==> src/design/atpg_pkg.sv <==
package atpg_pkg;
    // Register indices as printed; byte address is four times the index
    localparam logic [11:0] IDX_CONTROL   = 12'h550;
    localparam logic [11:0] IDX_USER_BASE = 12'h551;
    localparam logic [11:0] IDX_USER_LAST = 12'h558;
    localparam int          ADDR_W        = 14;
    localparam int          SAMPLE_W      = 16;
    localparam int          USER_BYTES    = 8;
    localparam int          UIDX_W        = 3;

    // Control field positions and reset
    localparam int          BIT_PLAY_ONCE = 7;
    localparam int          BIT_RSV       = 6;
    localparam int          BIT_LONG_RST  = 5;
    localparam int          BIT_SHORT_RST = 4;
    localparam logic [7:0]  CONTROL_RESET = 8'h00;
    localparam logic [7:0]  CONTROL_WMASK = 8'hbf;
    localparam logic [7:0]  USER_RESET    = 8'h00;

    // Fixed output words, offset binary
    localparam logic [15:0] WORD_MID      = 16'h8000;
    localparam logic [15:0] WORD_POS_FS   = 16'hffff;
    localparam logic [15:0] WORD_NEG_FS   = 16'h0000;
    localparam logic [15:0] WORD_CHECKER  = 16'haaaa;
    localparam logic [15:0] WORD_ONES     = 16'hffff;
    localparam logic [15:0] WORD_ZEROS    = 16'h0000;

    // Generator seeds, plain defaults
    localparam logic [22:0] LONG_SEED     = 23'h7fffff;
    localparam logic [8:0]  SHORT_SEED    = 9'h1ff;

    typedef enum logic [3:0] {
        ATPG_OFF      = 4'b0000,
        ATPG_MID      = 4'b0001,
        ATPG_POS_FS   = 4'b0010,
        ATPG_NEG_FS   = 4'b0011,
        ATPG_CHECKER  = 4'b0100,
        ATPG_LONG_SEQ = 4'b0101,
        ATPG_SHORT_SEQ= 4'b0110,
        ATPG_TOGGLE   = 4'b0111,
        ATPG_USER     = 4'b1000
    } atpg_mode_type;

    typedef enum logic [1:0] {
        ATPG_PLAY_IDLE = 2'b00,
        ATPG_PLAY_RUN  = 2'b01,
        ATPG_PLAY_DONE = 2'b10
    } atpg_play_type;
endpackage

==> src/design/atpg_user_mem.sv <==
`timescale 1ns/10ps
module atpg_user_mem (
    input  wire logic                            mclk,    // Sample clock
    input  wire logic                            rst_n,   // Async reset, active low
    input  wire logic                            wr_en,   // Byte write strobe
    input  wire logic [atpg_pkg::UIDX_W-1:0]     wr_idx,  // Byte index
    input  wire logic [7:0]                      wr_data, // Byte value
    input  wire logic [atpg_pkg::UIDX_W-1:0]     rd_idx,  // Byte index for bus read
    output logic      [7:0]                      rd_data, // Registered read byte
    input  wire logic [1:0]                      pat_sel, // Pattern for playback
    output logic      [15:0]                     pat_word // Registered pattern word
);
    import atpg_pkg::*;

    logic [7:0] mem_q [USER_BYTES];

    // ============================================================
    // Storage
    genvar g;
    generate
        for (g = 0; g < USER_BYTES; g++) begin : g_byte
            always_ff @(posedge mclk or negedge rst_n) begin
                if (!rst_n) begin
                    mem_q[g] <= USER_RESET; // RULE9
                end else if (wr_en && wr_idx == UIDX_W'(g)) begin
                    mem_q[g] <= wr_data;
                end
            end
        end
    endgenerate

    // ============================================================
    // Registered reads
    always_ff @(posedge mclk or negedge rst_n) begin
        if (!rst_n) begin
            rd_data  <= 8'h00;
            pat_word <= 16'h0000;
        end else begin
            rd_data  <= mem_q[rd_idx];
            pat_word <= {mem_q[{pat_sel, 1'b1}], mem_q[{pat_sel, 1'b0}]}; // RULE6
        end
    end
endmodule

==> src/design/atpg_gen.sv <==
// Decided for this implementation: the Avalon-MM interface to the registers.
`timescale 1ns/10ps
// How it works
// RULE1: A four-bit mode field picks normal samples or a fixed level, checkerboard or word toggle.
// RULE2: Mode 1000 plays the four user patterns, once or repeating as the playback bit chooses.
// RULE3: The playback bit is looked at only in user-pattern mode and ignored otherwise.
// RULE4: With playback bit clear, patterns one to four each show one cycle and repeat forever.
// RULE5: With playback bit set, patterns one to four show once for one cycle each, then zeros.
// RULE6: Each pattern is a low byte at the lower address and high byte at the next, in order.
// RULE7: Mode 0101 outputs the long random sequence, whose generator bit 5 holds in reset.
// RULE8: Mode 0110 outputs the short random sequence, whose generator bit 4 holds in reset.
// RULE9: Each user pattern is sixteen bits from two writable bytes that reset to zero.
// RULE10: The test word replaces the sample word in place, so the framer sees it in its slot; the code strobes test words every cycle, whatever sample_valid is.
module atpg_gen (
    input  wire logic                          mclk,              // 20 MHz sample clock
    input  wire logic                          rst_n,             // Async reset, active low
    input  wire logic [atpg_pkg::ADDR_W-1:0]   avs_address,       // Byte address
    input  wire logic                          avs_read,          // Read request
    input  wire logic                          avs_write,         // Write request
    input  wire logic [31:0]                   avs_writedata,     // Write data
    input  wire logic [3:0]                    avs_byteenable,    // Byte enables
    output logic      [31:0]                   avs_readdata,      // Read data
    output logic                               avs_waitrequest,   // Stall
    input  wire logic [atpg_pkg::SAMPLE_W-1:0] sample_in,         // Converter sample
    input  wire logic                          sample_valid,      // Sample strobe
    output logic      [atpg_pkg::SAMPLE_W-1:0] sample_out,        // Word to formatter
    output logic                               sample_out_valid   // Word strobe
);
    import atpg_pkg::*;

    // ============================================================
    // Bus slave: two wait cycles, so memory read and bus read data both come from flops
    logic [7:0]  control_q;
    logic        stage_q;
    logic [11:0] idx;
    logic        sel_ctrl;
    logic        sel_user;
    logic        wr_fire;
    logic [7:0]  mem_rd;
    logic [15:0] user_word;

    assign idx      = avs_address[ADDR_W-1:2];
    assign sel_ctrl = (idx == IDX_CONTROL);
    assign sel_user = (idx >= IDX_USER_BASE) && (idx <= IDX_USER_LAST);
    assign wr_fire  = avs_write && !avs_waitrequest && avs_byteenable[0];

    function automatic logic [UIDX_W-1:0] user_slot(input logic [11:0] i);
        logic [11:0] d;
        d = i - IDX_USER_BASE;
        return d[UIDX_W-1:0];
    endfunction

    // Second cycle of a request; the stall drops on the cycle after it
    // A back-to-back request is seen only after the stall has risen again
    always_ff @(posedge mclk or negedge rst_n) begin
        if (!rst_n) begin
            stage_q <= 1'b0;
        end else begin
            stage_q <= (avs_read || avs_write) && avs_waitrequest && !stage_q;
        end
    end

    // The stall is a flop, so the master never sees a path through this block;
    // the price is a second wait cycle on every access
    always_ff @(posedge mclk or negedge rst_n) begin
        if (!rst_n) begin
            avs_waitrequest <= 1'b1;
        end else if (!avs_waitrequest) begin
            avs_waitrequest <= 1'b1;
        end else if (stage_q) begin
            avs_waitrequest <= 1'b0;
        end
    end

    always_ff @(posedge mclk or negedge rst_n) begin
        if (!rst_n) begin
            control_q <= CONTROL_RESET;
        end else if (wr_fire && sel_ctrl) begin
            control_q <= avs_writedata[7:0] & CONTROL_WMASK;
        end
    end

    // Unmapped indices read as zero
    function automatic logic [31:0] read_word(input logic is_ctrl, input logic is_user,
        input logic [7:0] ctrl_v, input logic [7:0] user_v);
        return is_ctrl ? {24'h000000, ctrl_v} : is_user ? {24'h000000, user_v} : 32'h0000_0000;
    endfunction

    // Loaded on the same edge that the stall drops, then held while the master takes them
    always_ff @(posedge mclk or negedge rst_n) begin
        if (!rst_n) begin
            avs_readdata <= 32'h0000_0000;
        end else if (stage_q && avs_read) begin
            avs_readdata <= read_word(sel_ctrl, sel_user, control_q, mem_rd);
        end
    end

    // ============================================================
    // User playback sequencer
    atpg_mode_type mode;
    atpg_play_type play_q;
    logic [1:0]    pat_q;
    logic          play_once;

    assign mode      = atpg_mode_type'(control_q[3:0]);
    assign play_once = control_q[BIT_PLAY_ONCE]; // RULE3

    atpg_user_mem u_mem (
        .mclk     (mclk),
        .rst_n    (rst_n),
        .wr_en    (wr_fire && sel_user),
        .wr_idx   (user_slot(idx)),
        .wr_data  (avs_writedata[7:0]),
        .rd_idx   (user_slot(idx)),
        .rd_data  (mem_rd),
        .pat_sel  (pat_q),
        .pat_word (user_word)
    );

    always_ff @(posedge mclk or negedge rst_n) begin
        if (!rst_n) begin
            play_q <= ATPG_PLAY_IDLE;
            pat_q  <= 2'b00;
        end else if (mode != ATPG_USER) begin
            play_q <= ATPG_PLAY_IDLE;
            pat_q  <= 2'b00;
        end else begin
            case (play_q)
                ATPG_PLAY_IDLE: begin
                    play_q <= ATPG_PLAY_RUN; // RULE2
                    pat_q  <= 2'b01;
                end
                ATPG_PLAY_RUN: begin
                    pat_q <= pat_q + 2'b01; // RULE4
                    if (pat_q == 2'b00 && play_once) begin
                        play_q <= ATPG_PLAY_DONE; // RULE5
                    end
                end
                ATPG_PLAY_DONE: begin
                    play_q <= ATPG_PLAY_DONE;
                end
                default: begin
                    play_q <= ATPG_PLAY_IDLE;
                end
            endcase
        end
    end
    // The pattern word lags pat_q by one cycle through the memory register
    logic play_live_q;
    always_ff @(posedge mclk or negedge rst_n) begin
        if (!rst_n) begin
            play_live_q <= 1'b0;
        end else begin
            // In a single pass the gate closes with pattern four,
            // otherwise pattern one would leak out once more
            play_live_q <= (mode == ATPG_USER) && (play_q != ATPG_PLAY_DONE)
                           && !(play_q == ATPG_PLAY_RUN && pat_q == 2'b00 && play_once); // RULE5
        end
    end

    // ============================================================
    // Pseudorandom generators, free running unless held in reset
    logic [22:0] long_q;
    logic [8:0]  short_q;

    always_ff @(posedge mclk or negedge rst_n) begin
        if (!rst_n) begin
            long_q <= LONG_SEED;
        end else if (control_q[BIT_LONG_RST]) begin
            long_q <= LONG_SEED; // RULE7
        end else begin
            long_q <= {long_q[21:0], long_q[22] ^ long_q[17]};
        end
    end

    always_ff @(posedge mclk or negedge rst_n) begin
        if (!rst_n) begin
            short_q <= SHORT_SEED;
        end else if (control_q[BIT_SHORT_RST]) begin
            short_q <= SHORT_SEED; // RULE8
        end else begin
            short_q <= {short_q[7:0], short_q[8] ^ short_q[4]};
        end
    end

    // ============================================================
    // Output selection
    logic        toggle_q;
    logic [15:0] word_d;

    always_ff @(posedge mclk or negedge rst_n) begin
        if (!rst_n) begin
            toggle_q <= 1'b0;
        end else begin
            toggle_q <= !toggle_q;
        end
    end

    always_comb begin
        case (mode)
            ATPG_OFF:       word_d = sample_in;
            ATPG_MID:       word_d = WORD_MID; // RULE1
            ATPG_POS_FS:    word_d = WORD_POS_FS;
            ATPG_NEG_FS:    word_d = WORD_NEG_FS;
            ATPG_CHECKER:   word_d = toggle_q ? ~WORD_CHECKER : WORD_CHECKER;
            ATPG_LONG_SEQ:  word_d = long_q[15:0]; // RULE7
            ATPG_SHORT_SEQ: word_d = {short_q[7:0], short_q[8:1]}; // RULE8
            ATPG_TOGGLE:    word_d = toggle_q ? WORD_ZEROS : WORD_ONES;
            ATPG_USER:      word_d = play_live_q ? user_word : WORD_ZEROS; // RULE5
            default:        word_d = sample_in;
        endcase
    end

    // Test words are strobed every cycle whatever sample_valid is, so they fill every slot
    always_ff @(posedge mclk or negedge rst_n) begin
        if (!rst_n) begin
            sample_out       <= 16'h0000;
            sample_out_valid <= 1'b0;
        end else begin
            sample_out       <= word_d; // RULE10
            sample_out_valid <= sample_valid || (mode != ATPG_OFF);
        end
    end
endmodule

==> config.mk <==
export PLATFORM = sky130hd
export DESIGN_NAME = atpg_gen
export DESIGN_NICKNAME = d
export VERILOG_FILES = /design/src/design/atpg_pkg.sv /design/src/design/atpg_user_mem.sv /design/src/design/atpg_gen.sv
export SDC_FILE = /design/constraint.sdc
export NUM_CORES = 1
export LEC_CHECK = 0
export ABC_AREA = 0
export BUFFER_PORTS_ARGS = -buffer_cell sky130_fd_sc_hd__buf_2
export CAP_MARGIN = 15
export CORE_ASPECT_RATIO = 1.2
export CORE_MARGIN = 2
export CORE_UTILIZATION = 61
export DETAILED_ROUTE_END_ITERATION = 7
export GPL_TIMING_DRIVEN = 0
export PLACE_DENSITY = 0.85
export SLEW_MARGIN = 20
export SYNTH_ARGS = -nofsm -noshare
export SYNTH_HDL_FRONTEND = slang
export SYNTH_SLANG_ARGS = --single-unit
==> constraint.sdc <==
create_clock -name mclk -period 5 [get_ports mclk]
set_clock_uncertainty 0.2 [all_clocks]
set_input_delay 0.25 -clock mclk [delete_from_list [all_inputs] [get_ports mclk]]
set_output_delay 0.25 -clock mclk [all_outputs]
set_load 0.02 [all_outputs]
==> impl_metrics.yaml, run 1 <==
grt:
  antenna_found_initial: 0
  grt_max_degree: 84
  grt_pass1_vias: 5153
  overflow: 0
  grt_pass1_wl_um: 28700
  track_usage_pct: 29.5
timing:
  setup_ws_ns: 1.06
  fmax_ghz: 0.254
  worst_pin_slew_ns: 1.10
  finalHoldViolCount: 0
  finalCritPeriodShare_pct: 78.7
  rsz0062_at_grt: "no"
  finalSetupViolCount: 0
  timing.slew.headroom_pct: 26.4
  report.final.slew_viol_count: 0
  hold_ws_ns: 0.0157
  tns_ns: 0
  fin_crit_ns: 3.94
yosys:
  syn-cell-area_sq_um: 7370
  synthCells: 514
  synth_compound_area_share_pct: 5.69
  synth_edf_count: 0
  avgSynthCellArea_sq_um: 14.3
  synthFlopType: "dfrtp_1"
  yosys.area_share.xor_xnor_pct: 0.357
  synth_simple_gate_area_share_pct: 7.95
  seq_area_frac_synth_pct: 54.9
  synth_cell_type_count: 48
  synth_mux_area_share_pct: 23.9
  synthArstFlopShare_pct: 100
  synthAdderAreaFrac_pct: 1.87
  ys_ff_latch: 160
  synth_top_family_by_area: "multiplexers"
  synth_warnings: 0
worst_setup_path:
  critPathArrivalTime_ns: 4.05
  path_class: "primary input to flip-flop"
  crit_fanout: 10
  crit_required_ns: 5.11
  crit_path_end_kind: "flip-flop"
  cp-start-kind: "primary input"
pwr:
  total_power_uw: 3020
  p_leak_uw: 0.00427
  power_density_nw_per_um2: 339
  ir_drop_uv: 194
route:
  wirelength_um: 18000
  drt-vias-per-instance: 5.98
  final_antenna_net_count: 0
  dr.pass1.iters: 7
  via_count: 4899
  wl_per_cell_um: 22.0
  first_iter_violations: 467
  post-route-drc-count: 0
cells_and_area:
  area_growth_pct: 20.9
  final_nets: 731
  drive_gt1_share_pct: 47.4
  layout_commonest_cell: "dfrtp_1"
  final_cell_mix: "dfrtp_1, buf_2, mux2_2"
  diodes: 0
  fin_cells: 819
clock_network:
  cts_root_buffer: "clkbuf_16"
  ctsHtreeMaxLevel: 4
  cts-resized-gates: 0
  clock_sinks: 160
  clkSlewWorstSetupHoldPaths_ns: 0.06
  tritoncts: "done"
  numCtsBuffers: 17
  clk_latency_ns: 0.43
  cts_max_path_buffers: 2
floorplanning:
  die_y_um: 124
  core_sq_um: 11700
  pin_count: 121
  num_rows: 43
  die_x_um: 104
  die_area_sq_um: 13000
  start_util_pct: 63.1
status:
  status: "finished clean"
placement:
  gp_congestion: 0.840
  dp_cells: 762
  port_buffers: 67
  dp_slack_ns: 0.660
  dp_hpwl_um: 11000
min_path:
  hp-class: "primary input to flip-flop"
job:
  maxCapViolations: 0
power by group:
group | total (uW) | internal, uW | switching [uW]
Sequential | 1400 | 1370 | 35.7
Clock | 1390 | 853 | 539
Combinational | 226 | 96.4 | 129
Total | 3020 | 2320 | 703
cell type report:
cell class              count  area [sq um]
flip-flops and latches    160          4050
clock buffers              20           447
clock inverters            12           184
repair buffers             93           623
well taps                 157           196
plain buffers              50           320
fillers                   654          2770
multi-input cells         309          3020
inverters                  18          67.6
logic make-up after synthesis:
kind of cell / after synthesis
DFF: 160
muxes: 114
and+or+nand+nor: 97
buffers and inverters: 68
AOI/OAI and AO/OA: 60
adders and majority gates: 11
xor gates and xnor gates: 3
other: 1
what timing repair did:
item,CTS,global route
endpoints found under the hold margin,119,0
hold buffers,25,0
setup buffers,0,0
registers in the layout, indices dropped and copies added (netlist names):
register,flops
u_mem.rd_data,8
avs_readdata,8
stage_q,1
sample_out,16
toggle_q,1
pat_q,2
play_q,2
u_mem.pat_word,16
control_q,7
u_mem.mem_q,64
long_q,23
avs_waitrequest,1
play_live_q,1
short_q,9
sample_out_valid,1
worst max-delay path: stages:
cell and delay (ns):
buf_2 0.10, clkbuf_1 0.53, buf_1 0.62, inv_1 0.14, ha_1 0.30, ha_1 0.35
clkbuf_1 0.57, nand4_1 0.69, mux2_2 0.49
Yosys cell counts, types with 2 or more instances:
| cell type | instances | area, sq um |
|---|---|---|
| nand4bb_1 | 3 | 33.8 |
| buf_4 | 24 | 180 |
| nor3_1 | 6 | 30.0 |
| dfrtp_1 | 127 | 3180 |
| or2_2 | 30 | 188 |
| xnor2_1 | 3 | 26.3 |
| o21ai_0 | 9 | 45.0 |
| o21bai_1 | 2 | 15.0 |
| buf_2 | 9 | 45.0 |
| clkbuf_1 | 10 | 37.5 |
| and4b_1 | 3 | 30.0 |
| and4_1 | 2 | 17.5 |
| ha_1 | 11 | 138 |
| mux2_2 | 47 | 529 |
| nand2_1 | 10 | 37.5 |
| nor3b_1 | 2 | 15.0 |
| a21oi_1 | 18 | 90.1 |
| nand4_1 | 3 | 18.8 |
| a31oi_1 | 2 | 12.5 |
| buf_6 | 4 | 45.0 |
| a222oi_1 | 14 | 140 |
| dfstp_2 | 33 | 867 |
| nor2_1 | 24 | 90.1 |
| mux2i_1 | 3 | 30.0 |
| mux2_4 | 32 | 480 |
| inv_1 | 18 | 67.6 |
| mux4_2 | 32 | 721 |
| a22oi_1 | 7 | 52.6 |
| nand2b_1 | 6 | 37.5 |
| buf_1 | 2 | 7.51 |
path summary, 6_finish.rpt:
kind	startpoint	to	slack (ns)	cells after the start
min reg2reg	stage_q	avs_waitrequest	0.24	1
max in group asynchronous	rst_n	short_q[7]	3.60	3
max reg2reg	control_q[1]	sample_out[7]	2.46	6
min	avs_writedata[3]	u_mem.mem_q[43]	0.02	2
max	avs_address[2]	u_mem.mem_q[59]	1.06	9
min in group asynchronous	rst_n	sample_out[12]	0.21	2
through the flow:
stage	cell area (sq um)	utilization (%)
2_1_floorplan	7450	-
3_3_place_gp	7980	68.4
3_5_place_dp	8020	68.7
4_1_cts	8900	76.3
5_1_grt	8900	76.3
6_report	8900	76.3
metal layers:
metal | track usage, % | part of all wire, % | up-vias
li1 | - | - | 2102
met1 | 35.2 | 37 | 2438
met2 | 49.8 | 52 | 293
met3 | 7.06 | 6.6 | 66
met4 | 15.2 | 4.4 | 0
met5 | 0 | 0 | -
Power figures use the tool's default switching activity.
==> run 2, diff against run 1 <==
- CORE_UTILIZATION: 61 -> 51
- PLACE_DENSITY: 0.85 -> 0.76
- clock period: 5 -> 3.6 ns (I/O delays scaled with it)
==> run 2 against run 1 <==
Effect of this change:
- hold slack improved by 0.046 ns
- combinational power increased by 39%
- utilization is 14 points lower
- sequential power rose by 39%
- highest routed layer unchanged
- wire length shrank 6.8%
- die area rose by 19%
- non-clock buffer count rose by 4
- count of clock-buffer cells in the layout is 1 lower
- worst setup slack worse by 0.65 ns
==> impl_metrics.yaml, run 2 (same netlist as run 1, synthesis figures left out) <==
grt:
  overflow: 0
  grt_pass1_vias: 4871
  antenna_found_initial: 0
  grt_max_degree: 106
  track_usage_pct: 22.9
  grt_pass1_wl_um: 26600
cells_and_area:
  largest_reg_flops: 64
  regMostFlops: "u_mem.mem_q"
  drive_gt1_share_pct: 47.7
  area_growth_pct: 21.1
  diodes: 0
  layout_commonest_cell: "dfrtp_1"
  top_regs: "u_mem.mem_q: 64 flops, long_q: 23 flops"
  final_cell_mix: "dfrtp_1, buf_2, mux2_2"
  fin_cells: 841
  fin_util_pct: 62.7
  final_nets: 735
placement:
  dp_cells: 780
  dp_hpwl_um: 11500
  port_buffers: 67
  dp_slack_ns: -0.689
  gp_congestion: 0.904
worst_setup_path:
  crit_fanout: 10
  critPathLaunch: "avs_address[2]"
  cp-start-kind: "primary input"
  reg2reg_depth: 6
  crit_path_end_kind: "flip-flop"
  critPathArrivalTime_ns: 3.28
  path_class: "primary input to flip-flop"
  crit_required_ns: 3.70
  r2r_start: "control_q[1]"
route:
  first_iter_violations: 397
  wl_met2_um: 8920
  drt-vias-per-instance: 5.64
  wirelength_um: 16800
  wl_per_cell_um: 20.0
  dr.pass1.iters: 6
  dr.max_layer_used: "met4"
  route.met3.wl_um: 668
  post-route-drc-count: 0
  final_antenna_net_count: 0
  wl_met1_um: 6720
  via_count: 4741
status:
  status: "finished clean"
timing:
  finalCritPeriodShare_pct: 88.4
  finalHoldViolCount: 0
  fin_crit_ns: 3.18
  finalSetupViolCount: 0
  setup_ws_ns: 0.419
  rsz0062_at_grt: "no"
  fmax_ghz: 0.314
  report.final.slew_viol_count: 0
  timing.slew.headroom_pct: 25.9
  worst_pin_slew_ns: 1.11
job:
  maxCapViolations: 0
clock_network:
  clk_latency_ns: 0.42
  tritoncts: "done"
  clkSlewWorstSetupHoldPaths_ns: 0.06
  ctsHtreeMaxLevel: 4
  cts_max_path_buffers: 2
  numCtsBuffers: 17
  clock_sinks: 160
  cts_root_buffer: "clkbuf_16"
floorplanning:
  die_y_um: 136
  start_util_pct: 51.7
  die_area_sq_um: 15400
  core_sq_um: 14200
  die_x_um: 114
  num_rows: 48
  pin_count: 121
pwr:
  ir_drop_uv: 302
  power_density_nw_per_um2: 451
  total_power_uw: 4030
  p_leak_uw: 0.00428
min_path:
  hp-class: "primary input to async pin"
run 2: changes by cell type in the layout (fill, tap and decap cells not counted), sizes merged:
cell	before	now
clkinvlp	2	1
inv	20	25
bufinv	4	1
dlygate4sd3	25	28
run 2: power by group:
| part | leakage, uW | internal [uW] | switching (uW) |
|---|---|---|---|
| sequential | 0.00207 | 1900 | 45.4 |
| clock | 0.000291 | 1020 | 747 |
| combinational | 0.00192 | 136 | 178 |
| total | 0.00428 | 3060 | 971 |
run 2: critical path, stage by stage:
cell and delay [ns]:
buf_2 0.10, clkbuf_1 0.46, clkbuf_2 0.42, inv_1 0.13, ha_1 0.27, ha_1 0.35, clkbuf_1 0.52, and4_1 0.34
buf_6 0.19, mux2_4 0.31
run 2: layout make-up:
| type | count | area (sq um) |
|---|---|---|
| plain buffers | 50 | 322 |
| clock buffers | 19 | 464 |
| clock inverters | 13 | 123 |
| fillers | 1038 | 5310 |
| inverters | 18 | 67.6 |
| multi-input cells | 309 | 3020 |
| flip-flops and latches | 160 | 4050 |
| well taps | 175 | 219 |
| repair buffers | 97 | 661 |
run 2: worst paths after layout:
path,endpoint,slack [ns]
max reg2reg,sample_out[2],1.06
min,toggle_q,0.06
max in group asynchronous,short_q[2],2.29
max,u_mem.mem_q[47],0.42
min in group mclk,avs_waitrequest,0.24
min reg2reg,avs_waitrequest,0.24
run 2: per-layer routing:
layer  vias up  GRT usage [%]
met4         0           9.15
met5         -              0
met3        32           3.98
met1      2430           27.9
li1       2111              -
met2       168           40.5
run 2: repair_timing:
item | 4_1_cts | 5_1_grt
endpoints found under the hold margin | 240 | 0
hold buffers | 28 | 0
buffers inserted | 1 | 0
setup endpoints to repair | 8 | 8
gates resized for setup | 0 | 1
pin swaps | 1 | 0
run 2: per-stage QoR:
stage                     TNS (ns)  instance area (sq um)  hold WS (ns)
after global placement       -7.27                   8010         0.171
after global routing             0                   8920        0.0934
after CTS                        0                   8920        0.0649
final                            0                   8920        0.0616
after floorplan                  0                   7450        -0.316
after detailed placement     -8.54                   8040       -0.0817
==> run 3, diff against run 2 <==
- CORE_ASPECT_RATIO: 1.2 -> default
==> run 3 against run 2 <==
Effect of this change:
- via count up 0.15%
- global-route usage down 0.19 points
- wire length down 2.1%
- combinational power about the same
- sequential power about the same
- sequential cell count unchanged
- final area about the same
- cell count up 0.59%
- clock power about the same
- hold slack worse by 0.016 ns
- first-iteration DRC count up 28%
- critical path type unchanged
- highest routed layer unchanged
==> impl_metrics.yaml, run 3 (same netlist as run 1, synthesis figures left out) <==
floorplanning:
  pin_count: 121
  num_rows: 43
  die_x_um: 124
  die_area_sq_um: 15400
  start_util_pct: 52.7
  die_y_um: 124
  core_sq_um: 14000
worst_setup_path:
  critPathLaunch: "avs_address[2]"
  worstPathCellList: "buf_2, clkbuf_1, buf_1, inv_1, ha_1, ha_1, clkbuf_1, and4_1, buf_6, mux2_4"
  crit_fanout: 10
  crit_slowest_cell: "buf_1"
  r2r_start: "control_q[1]"
  path_class: "primary input to flip-flop"
  slowest_delay_ns: 0.55
  critPathCapture: "u_mem.mem_q[46]"
  cp_num_buf_inv: 6
  critPathArrivalTime_ns: 3.47
  cp.depth: 10
  rr_endpoint: "sample_out[4]"
  cp-start-kind: "primary input"
  crit_family: "buffers and inverters"
  crit_required_ns: 3.71
  reg2reg_depth: 6
  rrSetupSlack_ns: 1.20
  crit_path_end_kind: "flip-flop"
grt:
  grt_max_degree: 109
  track_usage_pct: 22.7
  grt_pass1_wl_um: 25500
  grt_pass1_vias: 4812
  overflow: 0
  antenna_found_initial: 0
placement:
  dp_hpwl_um: 11200
  placed_area_sq_um: 8050
  port_buffers: 67
  gp_congestion: 0.826
clock_network:
  numCtsBuffers: 17
  clkSlewWorstSetupHoldPaths_ns: 0.06
  tritoncts: "done"
  cts_root_buffer: "clkbuf_16"
  ctsHtreeMaxLevel: 4
  cts-resized-gates: 0
  clk_latency_ns: 0.43
  clock_sinks: 160
  cts_max_path_buffers: 2
timing:
  fmax_ghz: 0.297
  finalCritPeriodShare_pct: 93.4
  worst_pin_slew_ns: 1.07
  finalHoldViolCount: 0
  finalSetupViolCount: 0
  fin_crit_ns: 3.36
  hold_ws_ns: 0.0460
  report.final.slew_viol_count: 0
  rsz0062_at_grt: "no"
  timing.slew.headroom_pct: 28.9
  tns_ns: 0
cells_and_area:
  final.fill_count: 1018
  regMostFlops: "u_mem.mem_q"
  final_nets: 735
  final_cell_mix: "dfrtp_1, buf_2, mux2_2"
  area_growth_pct: 21.0
  largest_reg_flops: 64
  fin_util_pct: 63.7
  diodes: 0
  top_regs: "u_mem.mem_q: 64 flops, long_q: 23 flops"
  layout_commonest_cell: "dfrtp_1"
  drive_gt1_share_pct: 47.1
  fin_area_sq_um: 8910
job:
  maxCapViolations: 0
pwr:
  p_leak_uw: 0.00426
  ir_drop_uv: 384
  power_density_nw_per_um2: 450
route:
  post-route-drc-count: 0
  wl_per_cell_um: 19.4
  wirelength_um: 16400
  final_antenna_net_count: 0
  drt-vias-per-instance: 5.61
  dr.pass1.iters: 7
  first_iter_violations: 509
  via_count: 4748
min_path:
  hp-class: "primary input to async pin"
status:
  status: "finished clean"
==> run 3: report_power, final <==
| part | internal, uW | leakage [uW] | switching, uW |
|---|---|---|---|
| logic | 136 | 0.00192 | 177 |
| clock network | 1020 | 0.000275 | 730 |
| registers | 1900 | 0.00207 | 46.6 |
| total | 3060 | 0.00426 | 953 |
==> run 3: worst min path at each step <==
| stage | endpoint | slack, ns | cells after the start |
|---|---|---|---|
| after detailed placement | sample_out[4] | -0.08 | 1 |
| after global placement | sample_out_valid | 0.17 | 3 |
| after CTS | sample_out[12] | 0.06 | 2 |
| after floorplan | avs_readdata[0] | -0.32 | 0 |
| after global routing | sample_out[4] | 0.09 | 2 |
| final | sample_out[12] | 0.05 | 2 |
==> run 3: layout make-up <==
type	count	area [sq um]	area share [%]
Sequential cell	160	4050	45.4
Multi-Input combinational cell	309	3020	33.9
Timing Repair Buffer	97	661	7.41
Clock buffer	20	437	4.90
Buffer	50	320	3.59
Tap cell	180	225	2.53
Clock inverter	12	138	1.54
Inverter	18	67.6	0.758
==> run 3: timing repair <==
| item | 4_1_cts | 5_1_grt |
|---|---|---|
| hold buffers | 28 | 0 |
| hold endpoints to repair | 225 | 0 |
| setup endpoints to repair | 8 | 0 |
| setup buffers | 1 | 0 |
==> run 3: stage by stage <==
stage,total power [uW],std cells,setup WS [ns]
5_1_grt,4140,846,0.0662
4_1_cts,4030,846,0.236
3_5_place_dp,2260,785,-0.577
2_1_floorplan,2130,537,0.742
6_report,4010,846,0.239
3_3_place_gp,2240,784,-0.550
==> run 3: metal layers <==
layer  vias to the layer above  GRT usage, %  routed length (um)
met5                         -             0                   0
met3                        32          5.22                 844
met4                         0          8.43                 362
met2                       168          39.6                8520
met1                      2432          27.5                6700
li1                       2116             -                   -
